===== config.mk =====
export PLATFORM = sky130hd
export DESIGN_NAME = lpd_rx_end_flat
export DESIGN_NICKNAME = d
export VERILOG_FILES = /design/src/hw/lpd_pkg.sv /design/src/hw/lpd_link_if.sv /design/src/hw/lpd_rx_end.sv /design/src/flat_wrapper.sv
export SDC_FILE = /design/constraint.sdc
export NUM_CORES = 1
export LEC_CHECK = 0
export ABC_AREA = 1
export CAP_MARGIN = 20
export CORE_ASPECT_RATIO = 0.5
export CORE_UTILIZATION = 43
export DETAILED_ROUTE_END_ITERATION = 8
export DONT_BUFFER_PORTS = 1
export SETUP_SLACK_MARGIN = 0.2
export SLEW_MARGIN = 20
export SYNTH_ARGS = -nofsm -noshare
export SYNTH_HDL_FRONTEND = slang
export SYNTH_SLANG_ARGS = --single-unit

===== constraint.sdc =====
create_clock -name i_clk -period 8.14 [get_ports i_clk]
set_clock_uncertainty 0.05 [all_clocks]
set_input_delay 1.221 -clock i_clk [delete_from_list [all_inputs] [get_ports i_clk]]
set_output_delay 1.221 -clock i_clk [all_outputs]
set_load 0.05 [all_outputs]

===== src/hw/lpd_pkg.sv =====
/*
  Shared constants for the seven-to-one serial pixel link: lane and slot
  counts, timing counts in system clock cycles, bit map and state codes.
  Assumes both ends run on the same 50 MHz system clock.
*/
`default_nettype none

package lpd_pkg;

  // Link geometry
  localparam int LPD_LANES = 4;
  localparam int LPD_SLOTS = 7;
  localparam int LPD_WORD_W = 28;
  localparam int LPD_CNT_W = 6;

  // System clock rate, kept for reference only, not used by the derived counts
  localparam int LPD_SYS_CLK_MHZ = 50;

  // Timing counts in system clock cycles
  localparam logic [5:0] LPD_SLOT_CYCLES = 6'h04;
  localparam logic [5:0] LPD_SAMPLE_OFS = 6'(LPD_SLOT_CYCLES >> 1);
  localparam logic [5:0] LPD_PERIOD_CYCLES = 6'(LPD_SLOTS * LPD_SLOT_CYCLES);
  localparam logic [5:0] LPD_HALF_CYCLES = 6'(LPD_PERIOD_CYCLES >> 1);
  localparam logic [5:0] LPD_STOP_CYCLES = 6'(2 * LPD_PERIOD_CYCLES);
  localparam logic [5:0] LPD_PERIOD_TOL = 6'h01;
  localparam logic [2:0] LPD_LOCK_PERIODS = 3'h4;
  localparam logic [2:0] LPD_CLK_HIGH_SLOTS = 3'h4;
  localparam logic [2:0] LPD_SLOT_LAST = 3'h6;

  // Parallel word field positions
  localparam int LPD_GP_POS = 23;
  localparam int LPD_HSYNC_POS = 24;
  localparam int LPD_VSYNC_POS = 25;
  localparam int LPD_DE_POS = 26;

  // Word positions carried by the fourth lane
  localparam logic [27:0] LPD_LANE3_MASK = 28'h8830C20;

  // Word position of each lane slot, index lane*7+slot
  localparam logic [4:0] LPD_MAP [0:27] = '{
    5'h00, 5'h01, 5'h02, 5'h03, 5'h04, 5'h06, 5'h07,
    5'h08, 5'h09, 5'h0C, 5'h0D, 5'h0E, 5'h0F, 5'h12,
    5'h13, 5'h14, 5'h15, 5'h16, 5'h18, 5'h19, 5'h1A,
    5'h1B, 5'h05, 5'h0A, 5'h0B, 5'h10, 5'h11, 5'h17
  };

  typedef enum logic [2:0] {
    LPD_ST_PD = 3'b001,
    LPD_ST_HUNT = 3'b010,
    LPD_ST_LOCK = 3'b100
  } lpd_rx_state_e;

endpackage

`default_nettype wire


===== src/hw/lpd_link_if.sv =====
/*
  Link between the serializing end and the deserializing end: one
  forwarded link clock and four serial lanes (lane 3 unused when narrow).
  Assumes the testbench instantiates it and joins both ends.
*/
`timescale 1ns/1ps
`default_nettype none

interface lpd_link_if;
  logic link_clock_in;
  logic [3:0] serial_lane;

  modport tx_end (
    output link_clock_in,
    output serial_lane
  );

  modport rx_end (
    input link_clock_in,
    input serial_lane
  );
endinterface

`default_nettype wire


===== src/hw/lpd_rx_end.sv =====
/*
  Deserializing end: recovers the link period from the forwarded clock,
  samples seven slots per lane at slot centres and presents one parallel
  word per period with a recovered clock.
  Assumes link pins and the power-down pin are asynchronous to i_clk and
  that the far end runs on a clock of the same nominal rate.
*/
// Contract
// Transmitter keeps link clock within allowed range
// Seven bit slots per lane each period
// Sample each slot at its centre
// Transmitter launches slot n at n/7 period
// Wide variant presents 28 parallel outputs
// Narrow variant presents 21 outputs, three lanes
// Output index equals transmitter bit position
// Eighteen-bit systems leave fourth lane unconnected
// Outputs 24-26 carry sync and data valid
// Outputs change at recovered clock falling edge
// Deserialize only after lock achieved
// Power-down low forces low-power mode
// Stopped link clock freezes clock and data
// One word per recovered clock period
// Narrow variant leaves fourth-lane positions unused
`timescale 1ns/1ps
`default_nettype none

module lpd_rx_end
  import lpd_pkg::*;
#(
  parameter bit WIDE = 1'b1
)
(
  // Clock and reset
  input wire logic i_clk,
  input wire logic i_reset,
  // Control pin
  input wire logic i_power_down_n,
  // Link side
  lpd_link_if.rx_end link,
  // Panel side
  output logic o_recovered_clock_out,
  output logic [27:0] o_parallel_word_out,
  output logic o_locked
);

  // Bit 0 link clock, bits 1..4 lanes, bit 5 power-down
  localparam int SYNC_W = 6;
  localparam int CLK_BIT = 0;
  localparam int PD_BIT = 5;

  logic [SYNC_W-1:0] sync1_ff, sync2_ff, sync3_ff;
  logic [SYNC_W-1:0] filt_ff, nxt_filt;
  logic [SYNC_W-1:0] pin_vec;

  assign pin_vec = {i_power_down_n, link.serial_lane, link.link_clock_in};

  // A change counts once stages two and three agree
  always_comb begin
    nxt_filt = (sync2_ff & sync3_ff) | (filt_ff & (sync2_ff ^ sync3_ff));
  end

  always_ff @(posedge i_clk or posedge i_reset) begin
    if (i_reset) begin
      sync1_ff <= '0;
      sync2_ff <= '0;
      sync3_ff <= '0;
      filt_ff <= '0;
    end else begin
      sync1_ff <= pin_vec;
      sync2_ff <= sync1_ff;
      sync3_ff <= sync2_ff;
      filt_ff <= nxt_filt;
    end
  end

  logic edge_rise;
  logic [3:0] lane_now;
  logic pd_active;

  // Clock and lanes share the same filter delay, so phase is kept
  assign edge_rise = nxt_filt[CLK_BIT] & ~filt_ff[CLK_BIT];
  assign lane_now = nxt_filt[4:1];
  // Filtered level starts low, so power-down holds until the pin is seen high
  assign pd_active = ~nxt_filt[PD_BIT];

  lpd_rx_state_e state_ff, nxt_state;
  logic [5:0] cnt_ff, nxt_cnt;
  logic [2:0] good_ff, nxt_good;
  logic [27:0] asm_ff, nxt_asm;
  logic [27:0] pend_ff, nxt_pend;
  logic pend_ok_ff, nxt_pend_ok;
  logic rclk_ff, nxt_rclk;
  logic [27:0] word_ff, nxt_word;
  logic locked_ff, nxt_locked;
  logic period_ok;
  logic [5:0] sub_pos;
  logic [2:0] slot_idx;
  logic [27:0] keep_mask;

  assign period_ok = (cnt_ff >= LPD_PERIOD_CYCLES - LPD_PERIOD_TOL) &&
                     (cnt_ff <= LPD_PERIOD_CYCLES + LPD_PERIOD_TOL);
  assign sub_pos = cnt_ff % LPD_SLOT_CYCLES;
  assign slot_idx = 3'(cnt_ff / LPD_SLOT_CYCLES);
  assign keep_mask = WIDE ? 28'hFFFFFFF : ~LPD_LANE3_MASK;

  always_comb begin
    nxt_state = state_ff;
    nxt_cnt = cnt_ff;
    nxt_good = good_ff;
    nxt_asm = asm_ff;
    nxt_pend = pend_ff;
    nxt_pend_ok = pend_ok_ff;
    nxt_rclk = rclk_ff;
    nxt_word = word_ff;
    nxt_locked = locked_ff;

    // Period counter restarts on every link clock rise, saturates on stop
    if (edge_rise) begin
      nxt_cnt = 6'h01;
    end else if (cnt_ff < LPD_STOP_CYCLES) begin
      nxt_cnt = cnt_ff + 6'h01;
    end

    // Slot centre sampling, stored at the transmitter bit position
    if (!edge_rise && (sub_pos == LPD_SAMPLE_OFS) && (cnt_ff < LPD_PERIOD_CYCLES)) begin
      for (int l = 0; l < LPD_LANES; l++) begin
        nxt_asm[LPD_MAP[l * LPD_SLOTS + int'(slot_idx)]] = lane_now[l];
      end
    end

    case (state_ff)
      LPD_ST_PD: begin
        if (!pd_active) begin
          nxt_state = LPD_ST_HUNT;
          nxt_good = 3'h0;
        end
      end
      LPD_ST_HUNT: begin
        if (edge_rise) begin
          if (period_ok) begin
            if (good_ff == LPD_LOCK_PERIODS - 3'h1) begin
              nxt_state = LPD_ST_LOCK;
              nxt_locked = 1'b1;
              nxt_pend_ok = 1'b0;
              nxt_good = 3'h0;
            end else begin
              nxt_good = good_ff + 3'h1;
            end
          end else begin
            nxt_good = 3'h0;
          end
        end else if (cnt_ff == LPD_STOP_CYCLES) begin
          nxt_good = 3'h0;
        end
      end
      LPD_ST_LOCK: begin
        if (edge_rise) begin
          if (period_ok) begin
            // Word of the period just ended, shown at the coming fall
            nxt_pend = asm_ff & keep_mask;
            nxt_pend_ok = 1'b1;
            nxt_rclk = 1'b1;
          end else begin
            nxt_state = LPD_ST_HUNT;
            nxt_locked = 1'b0;
            nxt_pend_ok = 1'b0;
          end
        end else if (cnt_ff == LPD_HALF_CYCLES && pend_ok_ff) begin
          nxt_rclk = 1'b0;
          nxt_word = pend_ff;
          nxt_pend_ok = 1'b0;
        end else if (cnt_ff == LPD_STOP_CYCLES) begin
          // Link clock gone: clock and word simply hold
          nxt_state = LPD_ST_HUNT;
          nxt_locked = 1'b0;
          nxt_pend_ok = 1'b0;
        end
      end
      default: begin
        nxt_state = LPD_ST_PD;
      end
    endcase

    // Power-down wins over the state machine, outputs forced low; period counter and slot sampling keep running
    if (pd_active) begin
      nxt_state = LPD_ST_PD;
      nxt_good = 3'h0;
      nxt_pend_ok = 1'b0;
      nxt_rclk = 1'b0;
      nxt_word = 28'h0000000;
      nxt_locked = 1'b0;
    end
  end

  always_ff @(posedge i_clk or posedge i_reset) begin
    if (i_reset) begin
      state_ff <= LPD_ST_PD;
      cnt_ff <= LPD_STOP_CYCLES;
      good_ff <= 3'h0;
      asm_ff <= 28'h0000000;
      pend_ff <= 28'h0000000;
      pend_ok_ff <= 1'b0;
      rclk_ff <= 1'b0;
      word_ff <= 28'h0000000;
      locked_ff <= 1'b0;
    end else begin
      state_ff <= nxt_state;
      cnt_ff <= nxt_cnt;
      good_ff <= nxt_good;
      asm_ff <= nxt_asm;
      pend_ff <= nxt_pend;
      pend_ok_ff <= nxt_pend_ok;
      rclk_ff <= nxt_rclk;
      word_ff <= nxt_word;
      locked_ff <= nxt_locked;
    end
  end

  assign o_recovered_clock_out = rclk_ff;
  assign o_parallel_word_out = word_ff;
  assign o_locked = locked_ff;

endmodule

`default_nettype wire


===== src/flat_wrapper.sv =====
// flat-port wrapper written by rule: the top's interface ports become plain ports
module lpd_rx_end_flat import lpd_pkg::*;
#(
  parameter bit WIDE = 1'b1
)
  (i_clk, i_reset, i_power_down_n, o_recovered_clock_out, o_parallel_word_out, o_locked, link_link_clock_in, link_serial_lane);
  lpd_link_if link_i ();
  input wire logic i_clk;
  input wire logic i_reset;
  input wire logic i_power_down_n;
  output logic o_recovered_clock_out;
  output logic [27:0] o_parallel_word_out;
  output logic o_locked;
  input wire logic [$bits(link_i.link_clock_in)-1:0] link_link_clock_in;
  input wire logic [$bits(link_i.serial_lane)-1:0] link_serial_lane;
  assign link_i.link_clock_in = link_link_clock_in;
  assign link_i.serial_lane = link_serial_lane;
  lpd_rx_end #(.WIDE(WIDE)) u_core (.i_clk(i_clk), .i_reset(i_reset), .i_power_down_n(i_power_down_n), .link(link_i), .o_recovered_clock_out(o_recovered_clock_out), .o_parallel_word_out(o_parallel_word_out), .o_locked(o_locked));
endmodule

==> results.py <==
metrics = {
    "cts": {
        "path_clk_slew_ps": 70,
        "cts_hold_buf": 0,
        "clock_latency_ps": 430,
        "cts_max_level": 4,
        "clk_path_buf_depth": 2,
        "clockRootBuffer": "clkbuf_16",
        "numCtsBuffers": 17,
        "clkSinkCount": 123,
        "postCtsSetupBuffers": 0,
        "cts_tree": "yes",
        "postCtsResizedCells": 0,
    },
    "timing": {
        "fin_crit_sh_pct": 40.9,
        "rsz0062_at_grt": "false",
        "fin_crit_ps": 3330,
        "worstMarginPinSlew_ps": 961,
        "relSlewSlack_pct": 36.0,
        "finalSetupTns_ps": 0,
        "fin_ws_ps": 4810,
        "hold_viol": 0,
        "setup_violations": 0,
        "max_freq_mhz": 300,
        "final_max_slew_viol_count": 0,
    },
    "floorplanning": {
        "die_y_um": 94.7,
        "ios": 38,
        "die_area_um2": 17800,
        "start_util_pct": 44.5,
        "core-area_um2": 16600,
        "std_cell_rows": 33,
        "die_x_um": 187,
    },
    "synthesis": {
        "synth_ff_type": "dfrtp_1",
        "ys_top_cells_by_count": "286 x nand2_1, 151 x nand3_1, 119 x dfrtp_1",
        "synth-seq-area-share_pct": 41.7,
        "synth_area_leader_cell": "dfrtp_1",
        "syn_area_per_cell_um2": 7.18,
        "ys_ff_latch": 123,
        "netlist_area_um2": 7390,
        "netlist.area_leader.share_pct": 40.3,
        "synth.most_common_cell": "nand2_1",
        "ys.warnings.count": 0,
        "synthArstFlopShare_pct": 100,
        "synth_edf_count": 0,
        "synth_cells": 1030,
        "ys_types": 30,
        "yosys-top-cells-area": "dfrtp_1 40%, nand2_1 15%, nand3_1 10%, nor2_1 6.0%, inv_1 4.9%",
        "synth_fp_nets": 1065,
    },
    "grt": {
        "grt_pass1_vias": 6071,
        "grt.total_usage_pct": 23.7,
        "grt_max_degree": 75,
        "overflow": 0,
        "grt_pass1_wl_um": 32600,
        "antenna_found_initial": 0,
    },
    "setup_path": {
        "r2r-end": "u_core.asm_ff[23]",
        "rrSetupSlack_ps": 4810,
        "worstPathRequired_ps": 8440,
        "rr_worst_depth": 12,
        "worst_setup_path_end_kind": "flop",
        "critPathArrivalTime_ps": 3630,
        "worstReg2RegStart": "u_core.cnt_ff[3]",
        "startpoint_type": "flop",
        "crit_type": "flop to flop",
        "critPathMaxFanout": 19,
    },
    "min_path": {
        "hold_path_depth": 0,
        "min_path_type": "flop to flop",
        "holdPathEnd": "u_core.sync2_ff[0]",
        "hold_path.startpoint": "u_core.sync1_ff[0]",
    },
    "detailed_routing": {
        "avgViaCountPerCell": 5.32,
        "num_vias": 6680,
        "avgRoutedWirePerCell_um": 15.8,
        "final_antenna_net_count": 0,
        "drc_errors": 0,
        "wl_um": 19900,
        "drt_iter0_drc": 719,
        "drtPass1Iterations": 5,
    },
    "power": {
        "power_leakage_nw": 4.16,
        "powerDensity_nw_per_um2": 368,
        "ir_drop_mv": 0.195,
        "power_mw": 2.96,
    },
    "cells_and_area": {
        "num-fill-cells": 1611,
        "drive_gt1_share_pct": 7.88,
        "final_cell_area_um2": 8040,
        "nets": 1050,
        "utilization_pct": 48.4,
        "area_delta_synth_final_pct": 8.73,
        "n_antenna_cell": 0,
    },
    "place": {
        "dp.final_hpwl_um": 14000,
        "gp_congestion": 0.894,
        "dp_slack_ps": 4840,
        "numPortBuffers": 0,
        "place_area_um2": 7470,
    },
    "outcome": {
        "outcome": "finished, final reports clean",
    },
    "job": {
        "cap_violations": 0,
    },
}
## cell families (layout without fill, tap and decap cells)
logic type / Yosys count / after routing / synth area share [%]
AOI/OAI and AO/OA: 125 / 125 / 8.61
xor gates and xnor gates: 1 / 1 / 0.118
adders and majority gates: 27 / 27 / 4.57
buffers and inverters: 144 / 142 / 8.68
DFF: 123 / 123 / 41.7
and+or+nand+nor: 610 / 610 / 36.3
## area by class of cell
cell class | instances | area (um2) | area share (%)
multi-input combinational | 763 | 3670 | 45.7
sequential | 123 | 3080 | 38.3
clock buffer | 18 | 439 | 5.46
inverter | 107 | 404 | 5.03
tap | 227 | 284 | 3.53
clock inverter | 14 | 134 | 1.67
timing repair buffer | 3 | 22.5 | 0.280
## report_power, final
| group | internal [mW] | total (mW) | leakage [nW] | switching (mW) |
|---|---|---|---|---|
| clock network | 0.433 | 0.748 | 0.278 | 0.315 |
| logic | 0.354 | 1.43 | 2.24 | 1.07 |
| registers | 0.689 | 0.782 | 1.64 | 0.0929 |
## layout by cell type (no fill, tap or decap), drive strengths merged
master / instances
bufinv: 1
buf: 3
inv: 109
dfstp: 4
nand4: 17
nor3: 5
ha: 27
dfrtp: 119
nor2: 132
a21o: 1
and3: 1
a31oi: 4
clkinv: 9
a21oi: 47
o21ai: 73
xor2: 1
clkbuf: 18
clkinvlp: 2
nand2: 299
nand3: 156
## flip-flops by register name, summed over array words and instances (netlist names), 6 cells and up
signal	count
u_core.filt_ff	6
u_core.asm_ff	28
u_core.cnt_ff	6
u_core.sync1_ff	6
u_core.o_parallel_word_out	28
u_core.sync2_ff	6
u_core.pend_ff	28
u_core.sync3_ff	6
## stage by stage
step	std cells	hold slack, ps
after global placement	1223	285
final	1255	298
after floorplan	1030	281
after CTS	1255	299
after detailed placement	1223	286
after global routing	1255	303
## how the worst max path moves through the flow
stage                             startpoint                              to  slack (ps)  cells past startpoint
after global placement    u_core.sync3_ff[5]  u_core.o_parallel_word_out[16]        4820                      7
after detailed placement  u_core.sync2_ff[5]  u_core.o_parallel_word_out[18]        4840                      7
after global routing      u_core.sync2_ff[5]  u_core.o_parallel_word_out[21]        4410                      7
after floorplan                      i_reset                u_core.asm_ff[0]        3600                      1
final                       u_core.cnt_ff[3]               u_core.asm_ff[23]        4810                     12
after CTS                 u_core.sync2_ff[5]  u_core.o_parallel_word_out[10]        4800                      7
## worst max-delay path, stage by stage (launching register included)
cell and delay (ps):
dfstp_2 720, inv_1 280, ha_1 780, inv_1 270
nand2_1 150, nand2_1 80, nand2_1 60, nand2_1 70
nor2_2 250, nand2_1 150, o21ai_0 210, nor2_1 60
o21ai_1 140
## metal layers
metal	GRT usage [%]	part of all wire, %	up-vias
li1	-	-	3302
met1	36.2	53	3121
met2	32.5	38	229
met3	5.61	7.9	28
met4	6.78	1.4	0
met5	0	0	-
Power figures use the tool's default switching activity.
